--- src/rtl/lsc_pkg.sv ---
// Shared constants, types and helpers for the light sensor config block
// Contract
// - Mask zeroes exponent in manual ranges
// - Config write aborts running conversion
// - Restart conversion if new setting asks
// - Config register resets to C810h
// - Range field uses exponent code meanings
// - Auto range reports chosen range code
// - Range field powers up in auto
// - Conversion time bit picks 100/800 ms
// - Short conversion drops low result bits in ranges 0 to 5
// - Result layout same for both times
// - Mode field: shutdown, single, continuous
// - Mode field resets to shutdown
// - Single shot clears mode when done
// - Shutdown keeps flags unchanged
// - Done flag set at end, cleared by config read or starting write
package lsc_pkg;

  // ==========================================================
  // Timing
  localparam int unsigned CLK_FREQ_HZ   = 25_000_000; // Core rate
  localparam int unsigned MS_PER_SEC    = 1000;       // ms per s
  localparam int unsigned SHORT_CONV_MS = 100;        // Short time
  localparam int unsigned LONG_CONV_MS  = 800;        // Long time
  localparam int unsigned CONV_MS_W     = 10;         // ms counter

  // ==========================================================
  // Register indices; byte address is four times the index
  localparam logic [7:0] IDX_RESULT     = 8'h00;
  localparam logic [7:0] IDX_CONFIG     = 8'h01;
  localparam logic [7:0] IDX_IRQ_STATUS = 8'h04;
  localparam logic [7:0] IDX_IRQ_MASK   = 8'h05;

  // ==========================================================
  // Config register layout
  localparam logic [15:0] CONFIG_RESET   = 16'hC810;
  localparam logic [15:0] CONFIG_RW_MASK = 16'hFE1F; // Writable bits
  localparam int RANGE_HI       = 15;
  localparam int RANGE_LO       = 12;
  localparam int CONV_TIME_BIT  = 11;
  localparam int MODE_HI        = 10;
  localparam int MODE_LO        = 9;
  localparam int OVF_BIT        = 8;
  localparam int DONE_FLAG_BIT  = 7;
  localparam int ABOVE_FLAG_BIT = 6;
  localparam int BELOW_FLAG_BIT = 5;
  localparam int ZERO_BIT       = 2;
  localparam int EXP_HI         = 15;
  localparam int EXP_LO         = 12;

  localparam logic [3:0] RANGE_AUTO    = 4'hC;
  localparam logic [3:0] RANGE_R5      = 4'h5;
  localparam logic [3:0] RANGE_R0      = 4'h0;
  localparam logic [1:0] MODE_SHUTDOWN = 2'h0;
  localparam logic [1:0] MODE_SINGLE   = 2'h1;

  // Mantissa masks for reduced resolution
  localparam logic [11:0] MASK_FULL  = 12'hFFF;
  localparam logic [11:0] MASK_DROP1 = 12'hFFE;
  localparam logic [11:0] MASK_DROP2 = 12'hFFC;
  localparam logic [11:0] MASK_DROP3 = 12'hFF8;

  // ==========================================================
  // Interrupt status layout
  localparam int IRQ_W       = 2;
  localparam int IRQ_DONE    = 0;
  localparam int IRQ_OVF     = 1;

  typedef enum logic {CONV_IDLE, CONV_RUN} convState_t;

  // Byte address of a register index on the 12-bit bus
  function automatic logic [11:0] regAddr(input logic [7:0] idx);
    return {2'h0, idx, 2'h0};
  endfunction

  // Mantissa mask for a range at a conversion time
  function automatic logic [11:0] resMask(input logic [3:0] rng,
                                          input logic longConv);
    logic [11:0] m;
    m = MASK_FULL;
    if (!longConv) begin
      if (rng == RANGE_R0) m = MASK_DROP3;
      else if (rng < RANGE_R5) m = MASK_DROP2;
      else if (rng == RANGE_R5) m = MASK_DROP1;
    end
    return m;
  endfunction

endpackage

--- src/rtl/tick_divider.sv ---
// Millisecond enable pulse divider
`timescale 1ns/1ps
module tick_divider #(
  parameter int unsigned DIV = 25000
) (
  input  wire logic core_clk,
  input  wire logic rstSync_n,
  input  wire logic clear,
  output logic      tick
);
  localparam int CW = $clog2(DIV);

  logic [CW-1:0] cnt_q; // Cycle count within one period
  logic [CW-1:0] cnt_d;

  // ==========================================================
  // Next count; clear realigns the grid to a conversion start
  always_comb begin
    tick  = (cnt_q == CW'(DIV - 1));
    cnt_d = cnt_q + 1'b1;
    if (clear || tick) cnt_d = '0;
  end

  // Register only
  always_ff @(posedge core_clk or negedge rstSync_n) begin
    if (!rstSync_n) cnt_q <= '0;
    else cnt_q <= cnt_d;
  end
endmodule // tick_divider

--- src/rtl/light_sensor_config_control.sv ---
// APB config register and conversion control of a light sensor
//
// Chosen here: the APB interface to the registers.
`timescale 1ns/1ps
module light_sensor_config_control
  import lsc_pkg::*;
#(
  parameter int unsigned MS_TICK_CYCLES = CLK_FREQ_HZ / MS_PER_SEC,
  parameter logic [CONV_MS_W-1:0] SHORT_TICKS = CONV_MS_W'(SHORT_CONV_MS),
  parameter logic [CONV_MS_W-1:0] LONG_TICKS  = CONV_MS_W'(LONG_CONV_MS)
) (
  input  wire logic        core_clk,
  input  wire logic        rst_n,
  input  wire logic        psel,
  input  wire logic        penable,
  input  wire logic        pwrite,
  input  wire logic [11:0] paddr,
  input  wire logic [31:0] pwdata,
  output logic [31:0]      prdata,
  output logic             pready,
  output logic             pslverr,
  input  wire logic [11:0] feMantissa,
  input  wire logic [3:0]  feAutoRange,
  input  wire logic        feOverflow,
  input  wire logic        feAboveLimit,
  input  wire logic        feBelowLimit,
  output logic             convActive,
  output logic             irq
);
  import lsc_pkg::*;

  // ==========================================================
  // Reset release synchroniser
  logic rstMeta_n;  // First stage, read by second only
  logic rstSync_n;  // Released reset for all logic

  always_ff @(posedge core_clk or negedge rst_n) begin
    if (!rst_n) begin
      rstMeta_n <= 1'b0;
      rstSync_n <= 1'b0;
    end else begin
      rstMeta_n <= 1'b1;
      rstSync_n <= rstMeta_n;
    end
  end

  // ==========================================================
  // State declarations
  convState_t           state_q, state_d;     // Conversion phase
  logic [CONV_MS_W-1:0] convMs_q, convMs_d;   // ms elapsed
  logic [15:0]          cfgRw_q, cfgRw_d;     // Writable fields
  logic                 ovf_q, ovf_d;         // Overflow flag
  logic                 doneFlag_q, doneFlag_d;   // Conversion done
  logic                 aboveFlag_q, aboveFlag_d; // Above limit flag
  logic                 belowFlag_q, belowFlag_d; // Below limit flag
  logic [15:0]          result_q, result_d;   // Result word
  logic [IRQ_W-1:0]     irqSts_q, irqSts_d;   // Sticky events
  logic [IRQ_W-1:0]     irqMask_q, irqMask_d; // Event enables
  logic [31:0]          prdata_q, prdata_d;   // Captured read

  logic        msTick;     // One pulse per ms
  logic        divClear;   // Realign ms grid
  logic        accessDone; // APB access completes
  logic        wrCfg;      // Config write taken
  logic        rdCfg;      // Config read taken
  logic        rdSts;      // Status read taken
  logic        wrMask;     // Mask write taken
  logic        mapped;     // Address decodes
  logic        convEnd;    // Conversion finishes now
  logic [1:0]  newMode;    // Mode in written word
  logic [15:0] cfgRead;    // Config as seen by reads
  logic [3:0]  rangeSel;   // Current range field
  logic [1:0]  modeSel;    // Current mode field
  logic [CONV_MS_W-1:0] target; // Conversion length in ms
  logic [3:0]  expCode;    // Exponent of new result
  logic [3:0]  fsRange;    // Range in force for new result
  logic [31:0] rdMux;      // Read data selection

  tick_divider #(
    .DIV (MS_TICK_CYCLES)
  ) u_ms (
    .core_clk  (core_clk),
    .rstSync_n (rstSync_n),
    .clear     (divClear),
    .tick      (msTick)
  );

  // ==========================================================
  // Bus decode; zero wait states, so access ends on penable
  assign pready     = 1'b1;
  assign accessDone = psel && penable;
  assign mapped     = (paddr == regAddr(IDX_RESULT)) ||
                      (paddr == regAddr(IDX_CONFIG)) ||
                      (paddr == regAddr(IDX_IRQ_STATUS)) ||
                      (paddr == regAddr(IDX_IRQ_MASK));
  assign pslverr    = accessDone && !mapped;
  assign wrCfg  = accessDone && pwrite && paddr == regAddr(IDX_CONFIG);
  assign rdCfg  = accessDone && !pwrite && paddr == regAddr(IDX_CONFIG);
  assign rdSts  = accessDone && !pwrite &&
                  paddr == regAddr(IDX_IRQ_STATUS);
  assign wrMask = accessDone && pwrite &&
                  paddr == regAddr(IDX_IRQ_MASK);
  assign newMode = pwdata[MODE_HI:MODE_LO];

  // Status bits are merged over the stored writable fields
  assign cfgRead = {cfgRw_q[15:9], ovf_q, doneFlag_q, aboveFlag_q,
                    belowFlag_q, cfgRw_q[4:0]};
  assign rangeSel   = cfgRw_q[RANGE_HI:RANGE_LO];
  assign modeSel    = cfgRw_q[MODE_HI:MODE_LO];
  assign target     = cfgRw_q[CONV_TIME_BIT] ? LONG_TICKS : SHORT_TICKS;
  // A write in the last cycle aborts, so no end is reported then
  assign convEnd    = (state_q == CONV_RUN) && msTick && !wrCfg &&
                      (convMs_q == target - 1'b1);
  assign convActive = (state_q == CONV_RUN);
  assign prdata     = prdata_q;
  assign irq        = |(irqSts_q & irqMask_q);

  // ==========================================================
  // Read mux; sampled in setup so data stand through access
  always_comb begin
    rdMux = '0;
    unique case (1'b1)
      paddr == regAddr(IDX_RESULT):     rdMux[15:0] = result_q;
      paddr == regAddr(IDX_CONFIG):     rdMux[15:0] = cfgRead;
      paddr == regAddr(IDX_IRQ_STATUS): rdMux[IRQ_W-1:0] = irqSts_q;
      paddr == regAddr(IDX_IRQ_MASK):   rdMux[IRQ_W-1:0] = irqMask_q;
      default:                          rdMux = '0; // Unmapped
    endcase
  end

  // ==========================================================
  // Exponent: auto choice, manual range, or masked to zero
  always_comb begin
    // Range in force, kept apart from the possibly zeroed code
    fsRange = (rangeSel == RANGE_AUTO) ? feAutoRange : rangeSel;
    expCode = fsRange;
    if (cfgRw_q[ZERO_BIT] && rangeSel < RANGE_AUTO) begin
      expCode = '0;
    end
  end

  // ==========================================================
  // Conversion control and register next values
  always_comb begin
    state_d   = state_q;
    convMs_d  = convMs_q;
    cfgRw_d   = cfgRw_q;
    ovf_d     = ovf_q;
    doneFlag_d  = doneFlag_q;
    aboveFlag_d = aboveFlag_q;
    belowFlag_d = belowFlag_q;
    result_d  = result_q;
    irqSts_d  = irqSts_q;
    irqMask_d = irqMask_q;
    divClear  = 1'b0;
    prdata_d  = prdata_q;
    if (psel && !penable) prdata_d = rdMux;
    if (wrCfg) begin
      // Only writable bits land; status bits ignore the written data
      cfgRw_d  = pwdata[15:0] & CONFIG_RW_MASK;
      convMs_d = '0;
      divClear = 1'b1;
      if (newMode == MODE_SHUTDOWN) begin
        state_d = CONV_IDLE;
      end else begin
        state_d = CONV_RUN;
      end
    end else if (state_q == CONV_RUN && msTick) begin
      convMs_d = convMs_q + 1'b1;
      if (convEnd) begin
        convMs_d = '0;
        // Layout and weight do not depend on time, only masking
        // Resolution follows the real range even when code is zeroed
        result_d = {expCode, feMantissa &
                    resMask(fsRange, cfgRw_q[CONV_TIME_BIT])};
        ovf_d       = feOverflow;
        aboveFlag_d = feAboveLimit;
        belowFlag_d = feBelowLimit;
        if (modeSel == MODE_SINGLE) begin
          cfgRw_d[MODE_HI:MODE_LO] = MODE_SHUTDOWN;
          state_d = CONV_IDLE;
        end
      end
    end
    // Clear only what was reported, so a late event survives
    if (rdCfg && prdata_q[DONE_FLAG_BIT]) doneFlag_d = 1'b0;
    if (wrCfg && newMode != MODE_SHUTDOWN) doneFlag_d = 1'b0;
    if (convEnd) doneFlag_d = 1'b1;
    if (rdSts) irqSts_d = irqSts_q & ~prdata_q[IRQ_W-1:0];
    if (convEnd) begin
      irqSts_d[IRQ_DONE] = 1'b1;
      if (feOverflow) irqSts_d[IRQ_OVF] = 1'b1;
    end
    if (wrMask) irqMask_d = pwdata[IRQ_W-1:0];
  end

  // Register only
  always_ff @(posedge core_clk or negedge rstSync_n) begin
    if (!rstSync_n) begin
      state_q   <= CONV_IDLE;
      convMs_q  <= '0;
      cfgRw_q   <= CONFIG_RESET & CONFIG_RW_MASK;
      ovf_q     <= CONFIG_RESET[OVF_BIT];
      doneFlag_q  <= CONFIG_RESET[DONE_FLAG_BIT];
      aboveFlag_q <= CONFIG_RESET[ABOVE_FLAG_BIT];
      belowFlag_q <= CONFIG_RESET[BELOW_FLAG_BIT];
      result_q  <= '0;
      irqSts_q  <= '0;
      irqMask_q <= '0;
      prdata_q  <= '0;
    end else begin
      state_q   <= state_d;
      convMs_q  <= convMs_d;
      cfgRw_q   <= cfgRw_d;
      ovf_q     <= ovf_d;
      doneFlag_q  <= doneFlag_d;
      aboveFlag_q <= aboveFlag_d;
      belowFlag_q <= belowFlag_d;
      result_q  <= result_d;
      irqSts_q  <= irqSts_d;
      irqMask_q <= irqMask_d;
      prdata_q  <= prdata_d;
    end
  end

  // Cycle count since conversion start, for duration check
  logic [31:0] runCyc_q;
  always_ff @(posedge core_clk or negedge rstSync_n) begin
    if (!rstSync_n) runCyc_q <= '0;
    else if (wrCfg || convEnd) runCyc_q <= '0;
    else if (state_q == CONV_RUN) runCyc_q <= runCyc_q + 1'b1;
  end
endmodule // light_sensor_config_control

--- config.mk ---
export PLATFORM = sky130hd
export DESIGN_NAME = light_sensor_config_control
export DESIGN_NICKNAME = d
export VERILOG_FILES = /design/src/rtl/lsc_pkg.sv /design/src/rtl/tick_divider.sv /design/src/rtl/light_sensor_config_control.sv
export SDC_FILE = /design/constraint.sdc
export NUM_CORES = 1
export LEC_CHECK = 0
export BUFFER_PORTS_ARGS = -buffer_cell sky130_fd_sc_hd__buf_2
export CORE_MARGIN = 1.5
export CORE_UTILIZATION = 48
export DETAILED_ROUTE_END_ITERATION = 12
export PLACE_DENSITY = 0.77
export SLEW_MARGIN = 25
export SYNTH_ARGS = -nofsm -noshare
export SYNTH_HDL_FRONTEND = slang
export SYNTH_SLANG_ARGS = --single-unit
export TNS_END_PERCENT = 50
--- constraint.sdc ---
create_clock -name core_clk -period 2.2 [get_ports core_clk]
set_input_delay 0.22 -clock core_clk [delete_from_list [all_inputs] [get_ports core_clk]]
set_output_delay 0.22 -clock core_clk [all_outputs]
set_load 0.01 [all_outputs]
==> results of run 1 <==
[where the power goes]
group	switching, mW	internal (mW)	total [mW]
logic	0.158	0.150	0.307
clock network	0.531	0.752	1.28
registers	0.0341	1.53	1.56
total	0.723	2.43	3.15
[cell usage after synthesis (all sizes together), types with 4 or more instances]
cell	number
a21oi	10
a31oi	7
and2	5
and3	7
buf	26
clkbuf	11
dfrtp	76
dfstp	4
inv	8
mux2	33
mux2i	15
nand2	36
nand2b	4
nand3	21
nor2	29
nor3	8
nor4	4
o21ai	21
xnor2	6
xor2	9
[sequential cells by signal (all words and copies together), names as in the netlist]
| register | flops |
|---|---|
| u_ms.cnt_q | 15 |
| convMs_q | 10 |
| irqSts_q | 2 |
| convActive | 1 |
| aboveFlag_q | 1 |
| cfgRw_q | 12 |
| doneFlag_q | 1 |
| belowFlag_q | 1 |
| prdata | 16 |
| result_q | 16 |
| rstMeta_n | 1 |
| irqMask_q | 2 |
| ovf_q | 1 |
| rstSync_n | 1 |
[final cells by class]
cell class	count	area [µm²]
multi-input combinational	271	1783
timing repair buffer	89	530.5
clock buffer	10	127.6
tap	102	127.6
fill	651	3134
inverter	8	30.03
clock inverter	5	106.4
sequential	80	2008
[cells by family after synthesis]
| group | share of synthesized area [%] |
|---|---|
| simple gates | 17.22 |
| flops | 50.68 |
| compound gates | 8.531 |
| mux | 13.18 |
| buf+inv | 6.256 |
| xor+xnor | 3.318 |
| fa+ha+maj | 0.6318 |
| other cells | 0.1896 |
[how the worst min path moves through the flow]
stage / start / end / slack, ns / depth (start not counted)
2_1_floorplan: rst_n / rstMeta_n / -0.08 / 0
3_5_place_dp: rst_n / rstMeta_n / 0.006 / 1
3_3_place_gp: rst_n / rstMeta_n / 0.005 / 1
5_1_grt: feMantissa[3] / result_q[3] / 0.08 / 2
4_1_cts: feMantissa[4] / result_q[4] / 0.07 / 2
6_report: feMantissa[4] / result_q[4] / 0.09 / 2
[cell usage in the layout, fill, tap and decap left out, types with 3 or more instances in the layout]
cell and n:
nor2_1 29, a31oi_1 7, nor4_1 3, xnor2_1 6, nand4_1 3, mux2_1 16, or3_1 3, o32ai_1 3
nand3_1 21, o31ai_1 3, clkbuf_8 9, mux2i_1 15, nand2_1 35, nor3_1 7, buf_2 66, and2_1 4
xor2_1 9, o21ai_0 20, mux2_2 15, dfstp_2 4, a21oi_1 10, conb_1 18, and3_1 7, buf_4 20
dfrtp_1 75, nand2b_1 4, bufinv_16 3, inv_1 8
[timing repair]
item / in CTS / in global routing
hold buffers: 1 / 0
setup endpoints to repair: 17 / 21
gates cloned: 0 / 0
setup buffers: 1 / 0
gates resized for setup: 1 / 3
hold endpoints to repair: 2 / 0
[metrics by stage]
stage	power (mW)	hold slack [ns]	TNS [ns]	std cells
floorplan	1.777	-0.07559	0	396
detailed placement	1.896	0.006005	-0.1444	548
finish	3.151	0.08604	-0.005370	565
global route	3.270	0.08017	-2.233	565
global placement	1.886	0.004845	0	548
CTS	3.178	0.06788	-0.1414	565
[routing by layer]
layer	share of wire [%]	global-route usage, %	up-vias
met5	0	0	-
met4	1.5	10.45	0
met3	5.7	3.317	10
met2	50	35.63	102
met1	42	25.38	1466
li1	-	-	1451
==> metrics.txt, run 1 <==
vias in the first global route 3183; Crit path max-delay family simple AND/OR/NAND/NOR gates; final setup vio count 1; maximum vdd ir drop approximately 0.40 mV; crit path capture type register; r2r endpoint result_q[0]; Max Slew Vio Count 0; status finished, violations left; leakage around 2.3 nW; largest area contributor in the netlist dfrtp_1; post-layout min period 2.205 ns; Place WS -0.02241 ns; Global Route Usage Sum roughly a fifth; htree depth 3; ANT nets after route 0; Critical Path Fanout Max 16; Worst path depth 6; core area just under 8000 µm²; Yosys reg bits 80; RR Startpoint u_ms.cnt_q[9]; detailed-route via count 3029; clk sinks 80; Area contributors post-synth dfrtp_1 48%, mux2_1 5.1%, mux2_2 4.3%; Worst setup endpoint result_q[0]; Root Buffer clkbuf_8; # IOs between 100 and 150; worst reg2reg path depth 6; Vias/cell between 5 and 6; aggregate global routing overflow 0; Port Buffers 66; Final Hold Vio Count 0; max cap viols 0; area added between synthesis and finish 19.02%; Hold Path Class input pin to register; critical path cell sequence or4_4 -> nor4_4 -> nand2_2 -> nor3_4 -> buf_12 -> mux2_2; First-pass DRT Iterations 4; drt wl/cell between 10 and 15 µm; initial antenna violation count 0; Num CTS Buffers 9; Worst setup SP type register; post-synth top area share ~48%; placed instance area between 4000 and 5000 µm²; n_diodes 0; largest net degree at the start of global routing a little under 80; RSZ-0062 raised after global routing true; initial DRC count between 100 and 150; Worst path max stage delay 0.55 ns; CTS tree yes; failing checks setup timing; EDFF count, synth 0; utilization after layout 60.06%; Crit-path slowest cell or4_4; worst setup margin -0.005370 ns; initial core utilization approximately 50%; Max Root-Sink Buffers 2; Yosys Warn Count 0; R2R Setup Slk -0.005 ns; Total Die Area between 8000 and 9000 µm²; Clock Latency Late Sink between 0.3 and 0.4 ns; DP Wirelength 5938 µm; Final Skew ~0.0077 ns; Async SR Flop Fraction 100.0%; layout cells sized above 1 between 20% and 30%; fmax 453.4 MHz; # rows 32; CP Class register to register; WP buf/inv 1; Clock transition at path regs roughly 0.080 ns; first-pass GRT wire length roughly 14000 µm; synth unique cells 50; Routability Congestion ~0.9; Final nets ~530; DRC Markers 0; register area share after synthesis approximately half; Pwr per Cell Area 668.6 nW/µm²; CP required 2.43 ns; finished layout cell area around 4700 µm²; synthesized area roughly 4000 µm²; Synth Instances 380; DIE WIDTH ~94 µm; Die Ht 93.83 µm; Critical Path Start u_ms.cnt_q[9]; Crit path arrival time between 2 and 2.5 ns; post-route clock period utilization 100.2%; Routed WL 8413 µm; synthesized area per cell between 10 and 15 µm²; Primary FF master, synth dfrtp_1
No activity file was read; power rests on OpenSTA's default activity.
==> run 2: changes to the inputs <==
--- a/config.mk
+++ b/config.mk
@@ -5,9 +5,10 @@
 export SDC_FILE = /design/constraint.sdc
 export NUM_CORES = 1
 export LEC_CHECK = 0
+export ABC_AREA = 1
 export BUFFER_PORTS_ARGS = -buffer_cell sky130_fd_sc_hd__buf_2
 export CORE_MARGIN = 1.5
-export CORE_UTILIZATION = 48
+export CORE_UTILIZATION = 49
 export DETAILED_ROUTE_END_ITERATION = 12
 export PLACE_DENSITY = 0.77
 export SLEW_MARGIN = 25
==> metrics.txt, run 2 <==
Worst setup endpoint u_ms.cnt_q[12]; largest net degree at the start of global routing 68; Clock transition at path regs approximately 0.08 ns; DRC Markers 0; Yosys reg bits 80; Critical Path Start u_ms.cnt_q[0]; RR Startpoint u_ms.cnt_q[0]; vias in the first global route approximately 3500; worst setup margin between 0.4 and 0.5 ns; cell with the most instances after synthesis nand2_1; Routed WL ~9200 µm; first-pass GRT wire length roughly 15000 µm; Worst setup SP type register; core area slightly above 8000 µm²; placed instance area ~4600 µm²; # IOs 104; finished layout cell area between 4000 and 5000 µm²; layout cells sized above 1 18.76%; htree depth 3; detailed-route via count 3730; synthesized area 4253 µm²; Switch Pwr between 0.7 and 0.8 mW; PostCTS Resize Cnt 0; Synth Instances approximately 550; CP Class register to register; Final TNS setup 0 ns; post-route clock period utilization between 70% and 80%; Comb pwr share a little under a tenth; # rows 33; Final Hold Vio Count 0; Pwr per Cell Area roughly 650 nW/µm²; final setup vio count 0; Yosys Warn Count 0; worst reg2reg path depth 9; crit path capture type register; post-layout min period ~1.7 ns; DP Wirelength a little under 7000 µm; aggregate global routing overflow 0; largest area contributor in the netlist dfrtp_1; Async SR Flop Fraction 100.0%; Area contributors post-synth dfrtp_1 45%, nand2_1 15%, nor2_1 5.6%; DIE WIDTH ~96 µm; area added between synthesis and finish 14.77%; First-pass DRT Iterations 4; ANT nets after route 0; Hold Path Class input pin to register; Primary FF master, synth dfrtp_1; Place WS about 0.46 ns; Global Route Usage Sum between 20% and 30%; Critical Path Fanout Max 4; drt wl/cell about 13 µm; Final Skew around 0.0064 ns; CTS tree yes; Internal between 2 and 2.5 mW; n_diodes 0; Die Ht 96.16 µm; synthesized area per cell 7.677 µm²; sequential power share 50.6%; clk sinks 80; Port Buffers 66; initial DRC count approximately 150; Max Slew Vio Count 0; synth unique cells 34; status finished clean; CP required around 2.5 ns; fmax between 500 and 600 MHz; Routability Congestion approximately 0.95; Num CTS Buffers 9; Vias/cell 5.082; switching share of power between 20% and 30%; Clk network pwr share approximately two fifths; most common cell after layout, fill and taps aside nand2_1; r2r endpoint u_ms.cnt_q[12]; EDFF count, synth 0; Clock Latency Late Sink between 0.3 and 0.4 ns; register area share after synthesis around 47%; initial core utilization between 50 and 60%; leakage roughly 2.6 nW; Final nets around 700; post-synth top area share between 40% and 50%; R2R Setup Slk 0.47 ns; initial antenna violation count 0; Crit path arrival time between 1.5 and 2 ns; setup repair bufs after CTS 0; RSZ-0062 raised after global routing false; Max Root-Sink Buffers 2; most frequent cells in the layout 173 x nand2_1, 75 x dfrtp_1, 66 x buf_2, 63 x nor2_1, 58 x inv_1; top cells by count, synth 173 x nand2_1, 76 x dfrtp_1, 64 x nor2_1, 58 x inv_1, 38 x nand3_1; maximum vdd ir drop between 0.4 and 0.5 mV; Root Buffer clkbuf_8; max cap viols 0; Total Die Area around 9200 µm²
## run 2: changes by cell type after synthesis, moves of 6 or more
| cell | delta |
|---|---|
| mux2_2 | -15 |
| a31oi_1 | +8 |
| o21ai_2 | +6 |
| mux2_1 | -18 |
| inv_1 | +50 |
| nand4_1 | +9 |
| nor2_1 | +35 |
| clkbuf_1 | -6 |
| nand2_1 | +137 |
| nand3_1 | +17 |
| xnor2_1 | -6 |
| mux2i_1 | -15 |
| o21ai_0 | +10 |
## run 2: worst min path at each step
| stage | start | end | slack, ns | cells after the start |
|---|---|---|---|---|
| floorplan | rst_n | rstMeta_n | -0.08 | 0 |
| global placement | rst_n | rstMeta_n | 0.007 | 1 |
| detailed placement | rst_n | rstMeta_n | 0.007 | 1 |
| CTS | feMantissa[5] | result_q[5] | 0.04 | 3 |
| global route | feMantissa[5] | result_q[5] | 0.06 | 3 |
| finish | feMantissa[5] | result_q[5] | 0.06 | 3 |
## run 2: timing repair
action,4_1_cts,5_1_grt
setup endpoints to repair,0,0
hold endpoints to repair,2,0
hold buffers,1,0
## run 2: metal layers
metal	vias to the layer above	global-route usage (%)	wire length, µm
met4	0	8.824	206
met1	1731	26.88	4184
met3	19	4.976	491
met5	-	0	0
li1	1870	-	-
met2	110	35.39	4334
## run 2: logic make-up (layout without fill, tap and decap cells)
| kind of cell | after synthesis | count (layout) | share of synthesized area [%] |
|---|---|---|---|
| AND/OR/NAND/NOR | 311 | 311 | 31.92 |
| buffers and inverters | 91 | 150 | 10.30 |
| flip-flops | 80 | 80 | 47.19 |
| AO/OA/AOI/OAI | 62 | 62 | 8.591 |
| XOR/XNOR | 6 | 6 | 1.236 |
| adder cells (fa/ha/maj) | 2 | 2 | 0.5883 |
| other | 2 | 18 | 0.1766 |
## run 2: final cells by class
type,count,area (µm²)
Tap cell,105,131.4
Clock buffer,9,123.9
Timing Repair Buffer,75,412.9
Clock inverter,6,108.9
Sequential cell,80,2008
Multi-Input combinational cell,399,1871
Fill cell,744,3418
Inverter,60,225.2
## run 2: critical path, stage by stage, from the launching register on
cell and delay (ns):
dfrtp_1 0.38, ha_1 0.20, nand2_1 0.11, inv_1 0.11
nand3_1 0.12, nor2_1 0.24, nand2_1 0.13, nor2_1 0.15
a21oi_1 0.08, o21a_1 0.10
## run 2: power groups by stage
stage               Clock (mW)  Sequential, mW  Combinational [mW]
floorplan                    0            1.66               0.180
global placement             0            1.64               0.297
detailed placement           0            1.64               0.304
CTS                       1.31            1.61               0.306
global route              1.36            1.62               0.346
finish                    1.27            1.61               0.303
## run 2: through the flow
| step | hold WS [ns] | total power, mW | util [%] | instances |
|---|---|---|---|---|
| floorplan | -0.07559 | 1.840 | - | 570 |
| global placement | 0.006626 | 1.934 | 55.89 | 718 |
| detailed placement | 0.006826 | 1.943 | 55.89 | 718 |
| CTS | 0.04295 | 3.223 | 58.81 | 734 |
| global route | 0.05777 | 3.333 | 58.81 | 734 |
| finish | 0.05628 | 3.183 | 58.81 | 734 |
==> run 3: changes to the inputs <==
--- a/config.mk
+++ b/config.mk
@@ -8,9 +8,9 @@
 export ABC_AREA = 1
 export BUFFER_PORTS_ARGS = -buffer_cell sky130_fd_sc_hd__buf_2
 export CORE_MARGIN = 1.5
-export CORE_UTILIZATION = 49
+export CORE_UTILIZATION = 50
 export DETAILED_ROUTE_END_ITERATION = 12
-export PLACE_DENSITY = 0.77
+export PLACE_DENSITY = 0.75
 export SLEW_MARGIN = 25
 export SYNTH_ARGS = -nofsm -noshare
 export SYNTH_HDL_FRONTEND = slang
==> constraint.sdc (replaced) <==
create_clock -name core_clk -period 1.65 [get_ports core_clk]
set_input_delay 0.165 -clock core_clk [delete_from_list [all_inputs] [get_ports core_clk]]
set_output_delay 0.165 -clock core_clk [all_outputs]
set_load 0.01 [all_outputs]
==> metrics.txt, run 3 (synthesized netlist as in run 2, its figures left out) <==
initial DRC count ~270; Num CTS Buffers 9; Final Skew between 0.009 and 0.01 ns; DP Wirelength 6818 µm; status finished, violations left; fmax approximately 600 MHz; post-layout min period roughly 1.7 ns; failing checks setup timing; CTS tree yes; Vias/cell slightly above 5; # IOs roughly 100; Global Route Usage Sum about a quarter; Max Root-Sink Buffers 2; Final nets 730; n_diodes 0; Crit path arrival time roughly 1.9 ns; crit path capture type register; final setup vio count 6; Pwr per Cell Area 805.2 nW/µm²; RSZ-0062 raised after global routing true; clk sinks 80; aggregate global routing overflow 0; leakage roughly 2.8 nW; Final Hold Vio Count 0; Total Die Area 9068 µm²; utilization after layout about two thirds; Routability Congestion ~0.89; First-pass DRT Iterations 5; # rows 33; most frequent cells in the layout 159 x nand2_1, 75 x dfrtp_1, 66 x buf_2, 59 x nor2_1, 56 x inv_1; post-route clock period utilization 100.8%; DIE WIDTH about 95 µm; Hold Path Class input pin to register; layout cells sized above 1 25.56%; Final TNS setup -0.04281 ns; first-pass GRT wire length about 17000 µm; Worst setup SP type register; FILL cells between 600 and 700; initial core utilization around half; most common cell after layout, fill and taps aside nand2_1; largest net degree at the start of global routing 79; core area 8217 µm²; Critical Path Fanout Max 8; ANT nets after route 0; worst setup margin -0.01362 ns; Place WS -0.07141 ns; Port Buffers 66; Max Slew Vio Count 0; Die Ht 95.23 µm; Clock Latency Late Sink 0.36 ns; maximum vdd ir drop around 0.6 mV; drt wl/cell between 10 and 15 µm; detailed-route via count ~3900; area added between synthesis and finish 26.27%; htree depth 3; initial antenna violation count 0; Routed WL about 10000 µm; CP Class register to register; Clock transition at path regs about 0.09 ns; CP required 1.90 ns; DRC Markers 0; Root Buffer clkbuf_8; vias in the first global route 3796; max cap viols 0
run 3: changes by cell type in the layout (fill, tap and decap cells not counted), moves of 8 or more:
| cell | before | now |
|---|---|---|
| nand2_1 | 173 | 159 |
| nand2_2 | 2 | 13 |
| dlygate4sd3_1 | 1 | 9 |
| buf_4 | 7 | 25 |
run 3: final timing paths:
check / from / to / slack, ns / depth (start not counted)
setup / recovery: u_ms.cnt_q[0] / result_q[8] / -0.01 / 9
hold reg to reg: rstSync_n / cfgRw_q[12] / 0.30 / 1
min in group asynchronous: rst_n / rstSync_n / 0.10 / 2
setup reg to reg: u_ms.cnt_q[0] / result_q[8] / -0.01 / 9
hold / removal: feMantissa[9] / result_q[9] / 0.01 / 3
max in group asynchronous: rstSync_n / cfgRw_q[11] / 1.01 / 1
run 3: area by class of cell:
class                           instances  area, µm²  area share, %
Sequential cell                        80       2008          37.40
Multi-Input combinational cell        399       1974          36.77
Timing Repair Buffer                  110      790.8          14.73
Inverter                               60      227.7          4.240
Clock buffer                           11      151.4          2.819
Tap cell                              105      131.4          2.446
Clock inverter                          5      86.33          1.608
run 3: worst max-delay path, stage by stage (launching register included):
cell and delay [ns]:
dfrtp_1 0.40, ha_4 0.17, nand2_4 0.06, nor3_4 0.14
nand3_2 0.13, nor2_4 0.14, nand3_4 0.18, clkbuf_16 0.23
nand2_1 0.05, nand2_1 0.05
run 3: metal layers:
| metal | vias up | GRT usage [%] | share of wire, % |
|---|---|---|---|
| met4 | 0 | 6.592 | 1.4 |
| met2 | 113 | 41.73 | 52 |
| li1 | 1946 | - | - |
| met3 | 15 | 5.263 | 4.9 |
| met1 | 1852 | 28.40 | 42 |
| met5 | - | 0 | 0 |
run 3: report_power, final:
part           leakage [nW]  total (mW)  internal, mW  switching, mW
Clock                 0.121        1.71         0.949          0.758
Sequential             1.04        2.16          2.05          0.107
Combinational          1.61       0.456         0.193          0.263
Total                  2.77        4.32          3.20           1.13
run 3: stage by stage:
step	instance area (µm²)	instances	hold WS (ns)	total power, mW
2_1_floorplan	4314	570	-0.1306	2.453
3_3_place_gp	4803	735	-0.04876	2.585
3_5_place_dp	4803	735	-0.04747	2.603
4_1_cts	5146	760	0.001274	4.312
5_1_grt	5370	770	0.01069	4.507
6_report	5370	770	0.01073	4.324
run 3: timing repair:
| action | 4_1_cts | 5_1_grt |
|---|---|---|
| endpoints found under the setup margin | 19 | 34 |
| buffers inserted | 0 | 7 |
| cloned | 0 | 3 |
| pin swaps | 1 | 1 |
| endpoints found under the hold margin | 10 | 0 |
| hold buffers | 9 | 0 |
| resized for setup | 3 | 40 |
